`src/verilog/intc_map.vh`:
```
`ifndef INTC_MAP_VH
`define INTC_MAP_VH
// Function
// - watch overflow slot 21, serial2 vector 003a
// - pin2 and timer4 share slot 15
// - serial1 slot 20, vector 002e, word fe2e
// - illegal operand traps to vector 003c
// - break via 003e; context break switches banks
// - vector from table; four priority levels
// - context switch: bank, save pc/psw
// - context switch on interrupt or break
// - macro service moves data, cpu untouched
// - counter mode decrements; zero gives interrupt
// - compound mode: four kinds, three each
// - compound mode may exchange operands
// - compound mode interrupts at zero count
// - single transfer per request; interrupt at zero count
// - single-transfer buffer inside fe00 to feff
// - pattern mode shifts bit 7, compares
// - pattern interrupt on match or zero
// - optional threshold product written back
// - halt stops cpu; macro still runs
// - stop halts every internal operation
// - low power runs subclock; halt variant
// - timer0 match0 slot 4, vector 000e

// ===================================================
// source table
`define NSRC 26
`define SHARED_SLOT 15
`define LAST_SLOT 5'd25
`define VEC_BASE 16'h0006
`define VEC_LAST 16'h003a
`define MSW_BASE 16'hfe06
`define MSW_LAST 16'hfe3a
`define VEC_TRAP 16'h003c
`define VEC_BRK 16'h003e
`define BUF_PAGE 8'hfe
// ===================================================
// register offsets
`define A_MODE 8'h20
`define A_CNT 8'h21
`define A_P1 8'h22
`define A_MPTR 8'h23
`define A_P2 8'h24
`define A_P3 8'h25
`define A_COEF 8'h26
`define A_CMP 8'h27
`define A_PBUF 8'h28
`define A_XCNT 8'h29
`define STANDBY_CONTROL_REG 8'h2a
`define A_STAT 8'h2b
`define A_MSW 8'h2c
// ===================================================
// fields and codes
`define CTRL_RST 8'h07
`define HM_VEC 2'h0
`define HM_CTX 2'h1
`define HM_MAC 2'h2
`define MS_CNT 2'h0
`define MS_CMP 2'h1
`define MS_ONE 2'h2
`define MS_PAT 2'h3
`define SB_RUN 3'h0
`define SB_HALT 3'h1
`define SB_STOP 3'h2
`define SB_LP 3'h3
`define SB_LPH 3'h4
`define K_VEC 2'h0
`define K_CTX 2'h1
`define K_TRAP 2'h2
`define K_BRK 2'h3
`define COEF_FRAC 4
`endif

```
`src/verilog/intc_unit.v`:
```
`timescale 1ns/1ps
`include "intc_map.vh"
module intc_unit
(
  input  wire        clk,               // system clock
  input  wire        rst_n,             // sync reset, low
  input  wire [7:0]  addr,              // register index
  input  wire [15:0] wdata,             // write data
  input  wire        wr,                // write strobe
  input  wire        rd,                // read strobe
  output reg  [15:0] rdata,             // read data, next cycle
  input  wire [25:0] src_req,           // request pulses, bit=slot
  input  wire        pin2_edge_req,     // pin 2 edge pulse
  input  wire        timer4_match_req,  // timer 4 match pulse
  input  wire        operand_err,       // illegal operand pulse
  input  wire        software_break_op, // break executed
  input  wire        context_break_op,  // context break executed
  input  wire [2:0]  break_bank,        // bank for context break
  input  wire        cpu_int_ack,       // cpu took the request
  output reg         cpu_int_req,       // request to cpu
  output reg  [15:0] cpu_vector,        // table entry address
  output reg  [1:0]  cpu_kind,          // vec/ctx/trap/break
  output reg  [2:0]  cpu_bank,          // bank for context switch
  output reg  [1:0]  cpu_level,         // level of request
  output reg  [15:0] bus_addr,          // macro bus address
  output reg         bus_sfr,           // 1: sfr space
  output reg  [15:0] bus_wdata,         // macro write data
  output reg         bus_word,          // 1: word access
  output reg         bus_rd,            // macro read strobe
  output reg         bus_wr,            // macro write strobe
  input  wire [15:0] bus_rdata,         // read data, next cycle
  output reg         cpu_clk_en,        // cpu clock runs
  output reg         main_osc_en,       // main oscillator on
  output reg         sub_clk_sel,       // system on subclock
  output reg         periph_clk_en      // peripherals clocked
);

// ===================================================
// states
localparam [11:0] S_IDLE = 12'h001;
localparam [11:0] S_CPU  = 12'h002;
localparam [11:0] S_RD1  = 12'h004;
localparam [11:0] S_RD2  = 12'h008;
localparam [11:0] S_WR1  = 12'h010;
localparam [11:0] S_WR2  = 12'h020;
localparam [11:0] S_NXT  = 12'h040;
localparam [11:0] S_PAT  = 12'h080;
localparam [11:0] S_PCMP = 12'h100;
localparam [11:0] S_PMUL = 12'h200;
localparam [11:0] S_PWR  = 12'h400;
localparam [11:0] S_FIN  = 12'h800;

reg  [11:0] state;       // sequencer state
reg  [4:0]  sel;         // slot in service
reg  [1:0]  kind;        // compound kind in progress
reg  [1:0]  sub;         // transfer within kind
reg  [3:0]  xi;          // transfers done this request
reg  [7:0]  moff;        // memory offset this request
reg  [15:0] data_a;      // first operand read
reg         match;       // pattern matched
reg  [7:0]  cnt;         // service_transfer_counter
reg  [15:0] mem_ptr;     // memory pointer
reg  [15:0] pbuf;        // pattern buffer
reg  [5:0]  ms_mode;     // macro mode bits
reg  [7:0]  p1;          // sfr pointer 1
reg  [7:0]  p2;          // sfr pointer 2
reg  [7:0]  p3;          // sfr pointer 3
reg  [7:0]  coef;        // threshold coefficient
reg  [15:0] cmp;         // compare area
reg  [7:0]  xcnt;        // compound counts, 2 bits per kind
reg  [2:0]  stby;        // standby mode
reg         trap_p;      // trap pending
reg         brk_p;       // break pending
reg         ctx_p;       // context break pending
reg  [2:0]  ctx_bank;    // bank latched with context break
wire [25:0] el_v;        // pending and unmasked
wire [51:0] lvl_v;       // levels
wire [51:0] md_v;        // handling modes
wire [77:0] bank_v;      // banks
wire [233:0] rd_v;       // control words for readback
wire [25:0] req_v;       // request pulses per slot
wire [25:0] clr_v;       // slot taken this cycle

// ===================================================
// helpers
function [15:0] vec_of;
  input [4:0] i;
  begin
    if (i == `LAST_SLOT)
      vec_of = `VEC_LAST;
    else
      vec_of = `VEC_BASE + {10'h000, i, 1'b0};
  end
endfunction

function [15:0] msw_of;
  input [4:0] i;
  begin
    if (i == `LAST_SLOT)
      msw_of = `MSW_LAST;
    else
      msw_of = `MSW_BASE + {10'h000, i, 1'b0};
  end
endfunction

// ===================================================
// per-source control words and flags
genvar g;
generate
  for (g = 0; g < `NSRC; g = g + 1)
  begin : slot
    localparam [7:0] GA = g;
    reg  [7:0] cfg;  // {bank, mode, mask, level}
    reg        flag; // pending
    wire       hit = wr && (addr == GA);
    // slot 15 carries three requests on one vector
    if (g == `SHARED_SLOT)
    begin : sh
      assign req_v[g] = src_req[g] | pin2_edge_req |
                        timer4_match_req;
    end
    else
    begin : ns
      assign req_v[g] = src_req[g];
    end
    // set wins over clear so no edge is lost
    always @(posedge clk)
    begin
      if (!rst_n)
      begin
        cfg  <= `CTRL_RST;
        flag <= 1'b0;
      end
      else
      begin
        if (hit)
          cfg <= {wdata[8:4], wdata[2:0]};
        flag <= req_v[g] | (hit ? wdata[3] : (flag & ~clr_v[g]));
      end
    end
    assign el_v[g]   = flag & ~cfg[2];
    assign lvl_v[2*g +: 2]  = cfg[1:0];
    assign md_v[2*g +: 2]   = cfg[4:3];
    assign bank_v[3*g +: 3] = cfg[7:5];
    assign rd_v[9*g +: 9]   = {cfg[7:3], flag, cfg[2:0]};
  end
endgenerate

// ===================================================
// arbiter: lowest level, ties to lowest slot
reg  [4:0] best;  // winning slot
reg  [2:0] bl;    // winning level
reg        any_el; // some request eligible
integer    i;
always @*
begin
  best   = 5'd0;
  bl     = 3'd4;
  any_el = 1'b0;
  // walk downward so a later equal level overwrites
  for (i = `NSRC - 1; i >= 0; i = i - 1)
  begin
    if (el_v[i] && ({1'b0, lvl_v[2*i +: 2]} <= bl))
    begin
      best   = i[4:0];
      bl     = {1'b0, lvl_v[2*i +: 2]};
      any_el = 1'b1;
    end
  end
end

wire [1:0] best_md = md_v[2*best +: 2];
wire       pend_any = trap_p | brk_p | ctx_p;
wire       idle     = state[0];
wire       can_mac  = (stby != `SB_STOP);
wire       take_src = idle && !pend_any && any_el && can_mac &&
                      (best_md == `HM_MAC || cpu_clk_en);
// one-hot clear for the slot being taken
assign clr_v = take_src ? (26'h1 << best) : 26'h0;

// ===================================================
// macro address generation
wire [1:0] md_ms  = ms_mode[1:0];
wire       exch   = ms_mode[2];
wire [1:0] one_k  = {ms_mode[4], ms_mode[3]};
wire       mul_on = ms_mode[5];
wire [1:0] kcnt   = (md_ms == `MS_ONE) ?
                    ((kind == one_k) ? 2'd1 : 2'd0) :
                    xcnt[2*kind +: 2];
wire [7:0]  step  = kind[0] ? 8'h02 : 8'h01;
wire [7:0]  sfr_o = p1 + {4'h0, xi};
wire [15:0] sfr_a = {8'h00, sfr_o};
wire [7:0]  pg_lo = mem_ptr[7:0] + moff;
wire [15:0] mem_a = (md_ms == `MS_ONE) ? {`BUF_PAGE, pg_lo} :
                    (mem_ptr + {8'h00, moff});
wire [15:0] src_a = kind[1] ? mem_a : sfr_a;
wire [15:0] dst_a = kind[1] ? sfr_a : mem_a;
wire [23:0] prod  = bus_rdata * coef;
wire [15:0] pnext = {pbuf[14:0], bus_rdata[7]};

// ===================================================
// trap and break latches, set wins over take
wire take_trap = idle && trap_p;
wire take_brk  = idle && !trap_p && brk_p;
wire take_ctx  = idle && !trap_p && !brk_p && ctx_p;
always @(posedge clk)
begin
  if (!rst_n)
  begin
    trap_p   <= 1'b0;
    brk_p    <= 1'b0;
    ctx_p    <= 1'b0;
    ctx_bank <= 3'h0;
  end
  else
  begin
    trap_p <= operand_err | (trap_p & ~take_trap);
    brk_p  <= software_break_op | (brk_p & ~take_brk);
    ctx_p  <= context_break_op | (ctx_p & ~take_ctx);
    if (context_break_op)
      ctx_bank <= break_bank;
  end
end

// ===================================================
// sequencer: cpu hand-off and macro service
always @(posedge clk)
begin
  if (!rst_n)
  begin
    state       <= S_IDLE;
    sel         <= 5'd0;
    kind        <= 2'd0;
    sub         <= 2'd0;
    xi          <= 4'h0;
    moff        <= 8'h00;
    data_a      <= 16'h0000;
    match       <= 1'b0;
    cnt         <= 8'h00;
    mem_ptr     <= 16'h0000;
    pbuf        <= 16'h0000;
    cpu_int_req <= 1'b0;
    cpu_vector  <= 16'h0000;
    cpu_kind    <= `K_VEC;
    cpu_bank    <= 3'h0;
    cpu_level   <= 2'd0;
    bus_addr    <= 16'h0000;
    bus_sfr     <= 1'b0;
    bus_wdata   <= 16'h0000;
    bus_word    <= 1'b0;
    bus_rd      <= 1'b0;
    bus_wr      <= 1'b0;
  end
  else
  begin
    bus_rd <= 1'b0;
    bus_wr <= 1'b0;
    case (state)
      S_IDLE:
      begin
        if (take_trap)
        begin
          // no macro or bank switch for the trap
          cpu_int_req <= 1'b1;
          cpu_kind    <= `K_TRAP;
          cpu_vector  <= `VEC_TRAP;
          state       <= S_CPU;
        end
        else if (take_brk)
        begin
          cpu_int_req <= 1'b1;
          cpu_kind    <= `K_BRK;
          cpu_vector  <= `VEC_BRK;
          state       <= S_CPU;
        end
        else if (take_ctx)
        begin
          cpu_int_req <= 1'b1;
          cpu_kind    <= `K_CTX;
          cpu_bank    <= ctx_bank;
          cpu_vector  <= 16'h0000;
          state       <= S_CPU;
        end
        else if (take_src)
        begin
          sel   <= best;
          match <= 1'b0;
          if (best_md == `HM_MAC)
          begin
            // data moves, cpu state left alone
            kind <= 2'd0;
            sub  <= 2'd0;
            xi   <= 4'h0;
            moff <= 8'h00;
            case (md_ms)
              `MS_CNT: state <= S_FIN;
              `MS_PAT:
              begin
                bus_rd   <= 1'b1;
                bus_sfr  <= 1'b1;
                bus_word <= 1'b0;
                bus_addr <= {8'h00, p1};
                state    <= S_PAT;
              end
              default: state <= S_NXT;
            endcase
          end
          else
          begin
            cpu_int_req <= 1'b1;
            cpu_level   <= lvl_v[2*best +: 2];
            cpu_vector  <= vec_of(best);
            if (best_md == `HM_CTX)
            begin
              cpu_kind <= `K_CTX;
              cpu_bank <= bank_v[3*best +: 3];
            end
            else
              cpu_kind <= `K_VEC;
            state <= S_CPU;
          end
        end
      end
      S_CPU:
      begin
        // hold until the cpu takes it
        if (cpu_int_ack)
        begin
          cpu_int_req <= 1'b0;
          state       <= S_IDLE;
        end
      end
      S_NXT:
      begin
        if (sub < kcnt)
        begin
          bus_rd   <= 1'b1;
          bus_addr <= src_a;
          bus_sfr  <= ~kind[1];
          bus_word <= kind[0];
          state    <= S_RD1;
        end
        else if (kind == 2'd3)
          state <= S_FIN;
        else
        begin
          kind <= kind + 2'd1;
          sub  <= 2'd0;
        end
      end
      S_RD1: state <= S_RD2;
      S_RD2:
      begin
        data_a <= bus_rdata;
        if (exch)
        begin
          bus_rd   <= 1'b1;
          bus_addr <= dst_a;
          bus_sfr  <= kind[1];
        end
        state <= S_WR1;
      end
      S_WR1:
      begin
        bus_wr    <= 1'b1;
        bus_addr  <= dst_a;
        bus_sfr   <= kind[1];
        bus_wdata <= data_a;
        state     <= S_WR2;
      end
      S_WR2:
      begin
        // old destination value arrives now
        if (exch)
        begin
          bus_wr    <= 1'b1;
          bus_addr  <= src_a;
          bus_sfr   <= ~kind[1];
          bus_wdata <= bus_rdata;
        end
        sub   <= sub + 2'd1;
        xi    <= xi + 4'h1;
        moff  <= moff + step;
        state <= S_NXT;
      end
      S_PAT: state <= S_PCMP;
      S_PCMP:
      begin
        pbuf  <= pnext;
        match <= (pnext == cmp);
        if (mul_on)
        begin
          bus_rd   <= 1'b1;
          bus_word <= 1'b1;
          bus_addr <= {8'h00, p2};
          state    <= S_PMUL;
        end
        else
          state <= S_FIN;
      end
      S_PMUL: state <= S_PWR;
      S_PWR:
      begin
        bus_wr    <= 1'b1;
        bus_addr  <= {8'h00, p3};
        bus_wdata <= prod[`COEF_FRAC +: 16];
        state     <= S_FIN;
      end
      S_FIN:
      begin
        if (cnt != 8'h00)
          cnt <= cnt - 8'h01;
        if (md_ms == `MS_ONE)
          mem_ptr[7:0] <= pg_lo;
        // a spent counter or a match falls back to a vector
        if (cnt <= 8'h01 || match)
        begin
          cpu_int_req <= 1'b1;
          cpu_kind    <= `K_VEC;
          cpu_vector  <= vec_of(sel);
          cpu_level   <= lvl_v[2*sel +: 2];
          state       <= S_CPU;
        end
        else
          state <= S_IDLE;
      end
      default: state <= S_IDLE;
    endcase
    // software writes override the engine's own update
    if (wr && addr == `A_CNT)
      cnt <= wdata[7:0];
    if (wr && addr == `A_MPTR)
      mem_ptr <= wdata;
    if (wr && addr == `A_PBUF)
      pbuf <= wdata;
  end
end

// ===================================================
// plain configuration registers
always @(posedge clk)
begin
  if (!rst_n)
  begin
    ms_mode <= 6'h00;
    p1      <= 8'h00;
    p2      <= 8'h00;
    p3      <= 8'h00;
    coef    <= 8'h00;
    cmp     <= 16'h0000;
    xcnt    <= 8'h00;
  end
  else if (wr)
  begin
    case (addr)
      `A_MODE: ms_mode <= wdata[5:0];
      `A_P1:   p1      <= wdata[7:0];
      `A_P2:   p2      <= wdata[7:0];
      `A_P3:   p3      <= wdata[7:0];
      `A_COEF: coef    <= wdata[7:0];
      `A_CMP:  cmp     <= wdata;
      `A_XCNT: xcnt    <= wdata[7:0];
      default: ;
    endcase
  end
end

// ===================================================
// standby control and clock enables
// a macro request does not wake halt: it runs beside it
wire wake_h = (any_el && best_md != `HM_MAC) ||
              state[1];
always @(posedge clk)
begin
  if (!rst_n)
  begin
    stby          <= `SB_RUN;
    cpu_clk_en    <= 1'b1;
    main_osc_en   <= 1'b1;
    sub_clk_sel   <= 1'b0;
    periph_clk_en <= 1'b1;
  end
  else
  begin
    if (wr && addr == `STANDBY_CONTROL_REG)
      stby <= wdata[2:0];
    else if (stby == `SB_STOP && any_el)
      stby <= `SB_RUN;
    else if (stby == `SB_HALT && wake_h)
      stby <= `SB_RUN;
    else if (stby == `SB_LPH && wake_h)
      stby <= `SB_LP;
    cpu_clk_en    <= (stby == `SB_RUN) ||
                     (stby == `SB_LP);
    main_osc_en   <= (stby == `SB_RUN) ||
                     (stby == `SB_HALT);
    sub_clk_sel   <= (stby == `SB_LP) ||
                     (stby == `SB_LPH);
    periph_clk_en <= (stby != `SB_STOP);
  end
end

// ===================================================
// readback, zero outside the read cycle
always @(posedge clk)
begin
  if (!rst_n)
    rdata <= 16'h0000;
  else if (!rd)
    rdata <= 16'h0000;
  else if (addr < 8'd26)
    rdata <= {7'h00, rd_v[9*addr[4:0] +: 9]};
  else
  begin
    case (addr)
      `A_MODE: rdata <= {10'h000, ms_mode};
      `A_CNT:  rdata <= {8'h00, cnt};
      `A_P1:   rdata <= {8'h00, p1};
      `A_MPTR: rdata <= mem_ptr;
      `A_P2:   rdata <= {8'h00, p2};
      `A_P3:   rdata <= {8'h00, p3};
      `A_COEF: rdata <= {8'h00, coef};
      `A_CMP:  rdata <= cmp;
      `A_PBUF: rdata <= pbuf;
      `A_XCNT: rdata <= {8'h00, xcnt};
      `STANDBY_CONTROL_REG: rdata <= {13'h0000, stby};
      `A_STAT: rdata <= {9'h000, match, ~idle, sel};
      `A_MSW:  rdata <= msw_of(sel);
      default: rdata <= 16'h0000;
    endcase
  end
end

endmodule

```
`config.mk`:
```
export PLATFORM = sky130hd
export DESIGN_NAME = intc_unit
export DESIGN_NICKNAME = d
export VERILOG_FILES = /design/src/verilog/intc_unit.v
export VERILOG_INCLUDE_DIRS = /design/src /design/src/verilog
export SDC_FILE = /design/constraint.sdc
export NUM_CORES = 2
export LEC_CHECK = 0
export BUFFER_PORTS_ARGS = -buffer_cell sky130_fd_sc_hd__buf_2
export CAP_MARGIN = 10
export CELL_PAD_IN_SITES_DETAIL_PLACEMENT = 0
export CELL_PAD_IN_SITES_GLOBAL_PLACEMENT = 1
export CORE_MARGIN = 5
export CORE_UTILIZATION = 34
export DETAILED_ROUTE_END_ITERATION = 8
export GPL_ROUTABILITY_DRIVEN = 0
export GPL_TIMING_DRIVEN = 0
export PLACE_DENSITY = 0.6
export SYNTH_ARGS = -nofsm -noshare
export SYNTH_HDL_FRONTEND = slang
export SYNTH_SLANG_ARGS = --single-unit
```
`constraint.sdc`:
```
create_clock -name clk -period 34.6 [get_ports clk]
set_clock_uncertainty 0.05 [all_clocks]
set_input_delay 3.46 -clock clk [delete_from_list [all_inputs] [get_ports clk]]
set_output_delay 3.46 -clock clk [all_outputs]
set_load 0.03 [all_outputs]
```
[Word-level counts from Yosys, hierarchy flattened]
Cells that the tools add are included.
Word-level totals
  input bits: 79
  bits in registers: 475
  output and inout port bits: 80
Operators by class
  order comparisons: 29
  bitwise gates (word level): 147
  reductions and logical operators: 126
  shifts and indexed selects: 7
  equality and inequality tests: 84
  multiply operators: 3
  $add $sub $neg: 11
  mux-type cells: 244
Operator list (count)
  $mux W16: 23
  $shiftx A234 B10 Y9: 1
  $pmux W16 S13: 1
  $shiftx A52 B7 Y2: 3
  $pmux W12 S12: 1
  $mux W5: 26
  $pmux W16 S7: 1
  $mux W12: 9
  $eq A8 B6 Y1 const B: 13
  $mux W3: 33
  $mux W1: 91
  $mux W8: 11
  $eq A8 B5 Y1 const B: 10
  $shiftx A78 B8 Y3: 1
  $le A2 B3 Y1: 25
  $logic_and A1 B1 Y1: 69
  $eq A8 B4 Y1 const B: 8
  $not A1 Y1: 59
  $and A1 B1 Y1: 55
  $mux W2: 24
  $pmux W16 S3: 1
  $or A1 B1 Y1: 33
  $eq A8 B3 Y1 const B: 4
  $ne A2 B2 Y1 const B: 16
  81 further kinds: 133

[Logic depth before layout (Yosys ltp)]
  depth after elaboration: 88
  gate-level depth with buffers: 203

[Least setup slack after synthesis]
No wires, ideal clock.
  path kind: register -> register
  start point: register slot[25].cfg[2]
  end point: register moff[6]
  buffers on the path: 4
  arrival time: 33658 ps
  path slack: 833 ps
  setup time: 59 ps
  cell stages (with the launch flop): 195
  cell sequence: dfxtp_1 and2b_4 nand2_1 ha_1 nor2b_1 o211a_1 o21ai_0 o21ai_0 ha_1 nor2_1 or2_2 o21ai_0 a22oi_1 or3_1 and2_1 ha_1 nor2b_1 a2bb2oi_1 (+159 left out) o21ai_0 o21ai_1 nand2_1 a2111oi_0 a21boi_0 a211oi_2 inv_2 buf_2 mux2i_1 mux2i_1 a22oi_1 nand4_1 nor2_2 buf_6 a31oi_2 buf_6 or4_1 nand2_1
Between the ends
  longest elaborated chain between the ends: 85
Ends and longest elaborated chain
  start, declared: line intc_unit.v:113  | reg [7:0] cfg;
  start signal, assigned: line intc_unit.v:131  | cfg <= `CTRL_RST;
  start signal, assigned: line intc_unit.v:137  | cfg <= {wdata[8:4], wdata[2:0]};
  $not A1 Y1 *: line intc_unit.v:141  | assign el_v[g] = flag & ~cfg[2];
  $and A1 B1 Y1 *: line intc_unit.v:141
  $logic_and A1 B1 Y1 *: line intc_unit.v:163  | if (el_v[i] && ({1'b0, lvl_v[2*i +: 2]} <= bl))
  $mux W3: line intc_unit.v:163
  $le A2 B3 Y1: line intc_unit.v:163
  $logic_and A1 B1 Y1: line intc_unit.v:163
  $mux W3: line intc_unit.v:163
  $le A2 B3 Y1: line intc_unit.v:163
  (+69 left out)
  $logic_and A1 B1 Y1: line intc_unit.v:163
  $mux W5: line intc_unit.v:163
  $shiftx A52 B7 Y2: line intc_unit.v:172  | wire [1:0] best_md = md_v[2*best +: 2];
  $eq A2 B2 Y1 (no source line)
  $logic_or A1 B1 Y1: line intc_unit.v:177  | (best_md == `HM_MAC || cpu_clk_en);
  $logic_and A1 B1 Y1: line intc_unit.v:176  | wire take_src = idle && !pend_any && any_el && can_mac &&
  $ne A2 B2 Y1 (no source line)
  $reduce_and A6 Y1 (no source line) *
  end signal, assigned: line intc_unit.v:383  | moff <= moff + step;
  end, declared: line intc_unit.v:58  | reg [7:0] moff;
Mark *: on every way between the ends. The rest lies on a longest branch, timed or not.
A chain may end at the register's enable or synchronous reset.

[Final worst setup path]
  start point: register slot[25].flag
  end point: register moff[6]
Between the ends
  longest elaborated chain between the ends: 84
Ends and longest elaborated chain
  start, declared: line intc_unit.v:114  | reg flag;
  start signal, assigned: line intc_unit.v:138  | flag <= req_v[g] | (hit ? wdata[3] : (flag & ~clr_v[g]));
  $and A1 B1 Y1 *: line intc_unit.v:141
  $logic_and A1 B1 Y1 *: line intc_unit.v:163
  $mux W3: line intc_unit.v:163
  $le A2 B3 Y1: line intc_unit.v:163
  $logic_and A1 B1 Y1: line intc_unit.v:163
  $mux W3: line intc_unit.v:163
  $le A2 B3 Y1: line intc_unit.v:163
  $logic_and A1 B1 Y1: line intc_unit.v:163
  (+68 left out)
  $logic_and A1 B1 Y1: line intc_unit.v:163
  $mux W5: line intc_unit.v:163
  $shiftx A52 B7 Y2: line intc_unit.v:172
  $eq A2 B2 Y1 (no source line)
  $logic_or A1 B1 Y1: line intc_unit.v:177
  $logic_and A1 B1 Y1: line intc_unit.v:176
  $ne A2 B2 Y1 (no source line)
  $reduce_and A6 Y1 (no source line) *
Marks and branches as above.

==> flow_summary_export.csv <==
group,metric,value,unit
setup_path,cp_num_cells,196,
power,power.leakage,14.4,nW
setup_path,regToRegEndpoint,"moff[6]",
timing,slew_violations,0,
setup_path,cp-start-kind,"register",
global_route,grt_max_degree,15,
hold_path,whs_path_depth,2,
route,wl_per_cell,27.8,um
global_route,grt_overflow,0,
setup_path,worstRegToRegCells,196,
setup_path,crit_required,35.13,ns
synth,synth_common_cells,"nand2_1 (867), dfxtp_1 (465), a21oi_1 (336)",
floorplanning,die_h,308,um
synth,ys_types,99,
setup_path,cp-end-kind,"register",
clocking,root_buffer,"clkbuf_16",
cells_and_area,seqCellArea,9320,sq um
synth,synth-seq-area-share,30.8,%
synth,synth_ff_type,"dfxtp_1",
setup_path,cp_common_cell,"nor2_4",
route,viasPerCell,5.88,
timing,finalCritPeriodShare,96.9,%
synth,synth_top_cell_by_area,"dfxtp_1",
cells_and_area,finish.utilization,41.6,%
hold_path,holdPathEnd,"bus_addr[15]",
setup_path,crit_slowest_cell,"or4_1",
route,drc_errors,0,
setup_path,crit_family,"compound AO/OA/AOI/OAI gates",
clocking,clockBufferDepth,3,
clocking,cts.clk_slew.worst_paths,0.06,ns
route,detail-route-antenna-nets,0,
setup_path,path_class,"register to register",
route,wirelength,149000,um
clocking,cts_tree,"yes",
power,switchingPower,0.413,mW
placement,port_buffers,125,
placement,dp_worst_setup_slack,-7.32,ns
setup_path,path_buf_inv,5,
floorplanning,die_area,95000,sq um
route,drt_iter0_markers,3118,
synth,ys.warnings.count,0,
synth,yosys-top-cells-area,"dfxtp_1 (31%), nand2_1 (11%), a21oi_1 (5.6%)",
global_route,grt_pass1_vias,29700,
hold_path,hp-class,"register to register",
global_route,grt_pass1_wl,212000,um
power,swShare,29.0,%
route,drt_first_pass_iters,6,
timing,fmax,29.8,MHz
timing,setup_viol,0,
power,peakVddDrop,46.3,uV
setup_path,rrSetupSlack,1.07,ns
cells_and_area,instances_no_fill,5367,
route,num_vias,31600,
clocking,htreeDepth,2,
timing,max_slew.worst_pin.slew,1.40,ns
timing,worst_slack,1.07,ns
global_route,grt_usage,30.0,%
timing,finalHoldViolCount,0,
timing,relSlewSlack,6.54,%
clocking,clkLatencyLatePin,0.66,ns
synth,netlist.area_leader.share,30.8,%
synth,ys_ff_latch,465,
run,cap_viol_max_count,0,
floorplanning,start_util,34.2,%
hold_path,hp-start,"bus_addr[15]",
floorplanning,rows,109,
cells_and_area,fin_nets,4401,
outcome,outcome,"completed",
placement,dpl.cell_count,5148,
power,comb_power_share,13.3,%
power,pwr-share-clk,47.4,%
power,powerDensity,38.7,nW/um^2
synth,synthCells,3832,
synth,synth_edf_count,0,
clocking,cts_buffers,57,
cells_and_area,fill_cells,9307,
cells_and_area,multi_input_area,20600,sq um
synth,yosysMostFrequentCell,"nand2_1",
global_route,grt_antenna_before_repair,2,
timing,tns,0,ns
placement,hpwl,114000,um
timing,period_minus_slack,33.53,ns
clocking,numClockSinks,465,
cells_and_area,area_growth,21.6,%
floorplanning,coreArea,88400,sq um
cells_and_area,drive_gt1_share,17.0,%
floorplanning,die_x,308,um
setup_path,critical_path_arrival,34.06,ns
synth,async_flop_share,0,%
setup_path,cp_max_fo,7,
setup_path,max_stage_delay,0.46,ns
synth,syn-cell-area,30300,sq um
power,p_int,1.01,mW
synth,postSynthAreaPerCell,7.89,sq um
timing,holdWs,0.398,ns
floorplanning,ioPinCount,159,
setup_path,r2r-start,"slot[25].flag",
power,seq_power_share,39.3,%
state kept, by name, summed over array words and instances, names as in the netlist, 16 cells and up:
register	count
slot.cfg	208
slot.flag	26
bus_addr	16
bus_wdata	16
cmp	16
data_a	16
mem_ptr	16
pbuf	16
rdata	16
repair_timing:
action                                 in CTS  in global routing
endpoints found under the hold margin       0                  0
pin swaps                                  26                127
resized for setup                         135                172
hold buffers                                0                  0
setup endpoints to repair                  96                 96
setup buffers                              56                 50
gates cloned                                0                  2
stage by stage:
stage | power (mW) | cell area (sq um)
after global placement | 0.744 | 32400
after CTS | 1.42 | 35600
after floorplan | 0.668 | 30300
after detailed placement | 0.743 | 32600
after global routing | 1.46 | 36800
final | 1.42 | 36800
routing by layer:
metal	GRT usage (%)	up-vias	wire, um	share of wire (%)
met1	38.8	15600	61000	41
met5	0	-	14	0.0094
met4	13.6	2	8320	5.6
met3	5.05	360	11000	7.4
met2	49.1	1421	68800	46
li1	-	14200	-	-
final cells by class:
cell class | count | area share, %
Multi-Input combinational cell | 2974 | 55.9
Sequential cell | 465 | 25.3
Clock buffer | 79 | 4.63
Timing Repair Buffer | 252 | 4.49
Tap cell | 1165 | 3.96
Buffer | 254 | 3.08
Inverter | 147 | 1.50
Clock inverter | 29 | 1.08
Antenna cell | 2 | 0.0136
worst register-to-register path: cells and delay by family (launching register included):
family	cells	cell delay [ns]
buffers and inverters	5	0.79
AO/OA/AOI/OAI	75	12.41
AND/OR/NAND/NOR	80	10.26
flip-flops	1	0.42
multiplexers	10	2.84
adder cells (fa/ha/maj)	26	6.71
how the worst max path moves through the flow:
stage                         start  slack, ns           end
floorplan           slot[25].cfg[2]       0.83       moff[6]
global placement      slot[25].flag      -7.68  slot[4].flag
detailed placement    slot[25].flag      -7.32  slot[0].flag
CTS                 slot[25].cfg[2]      -0.50       moff[6]
global route        slot[25].cfg[2]      -0.42       moff[6]
finish                slot[25].flag       1.07       moff[6]
cell usage in the layout, fill, tap and decap left out, types with 82 or more instances in the layout:
cell        n
a21oi_1   315
buf_2     133
buf_4     120
clkbuf_1  214
dfxtp_1   463
fa_1       82
inv_1     143
mux2i_1    97
nand2_1   855
nand3_1   181
nor2_1    177
o21ai_0   104
power groups by stage:
stage | Clock [mW] | Sequential, mW | Combinational, mW
2_1_floorplan | 0 | 0.573 | 0.0944
3_3_place_gp | 0 | 0.571 | 0.173
3_5_place_dp | 0 | 0.571 | 0.172
4_1_cts | 0.682 | 0.559 | 0.180
5_1_grt | 0.704 | 0.560 | 0.197
6_report | 0.675 | 0.560 | 0.189
cell families after synthesis:
kind of cell    Yosys count  synth area share, %
buf+inv                 402                 5.24
other cells               1               0.0124
flops                   465                 30.8
simple gates           1606                 23.6
mux                     188                 9.31
fa+ha+maj               173                 9.17
xor+xnor                 70                 2.03
compound gates          927                 19.8
No activity file was read; power rests on OpenSTA's default activity.
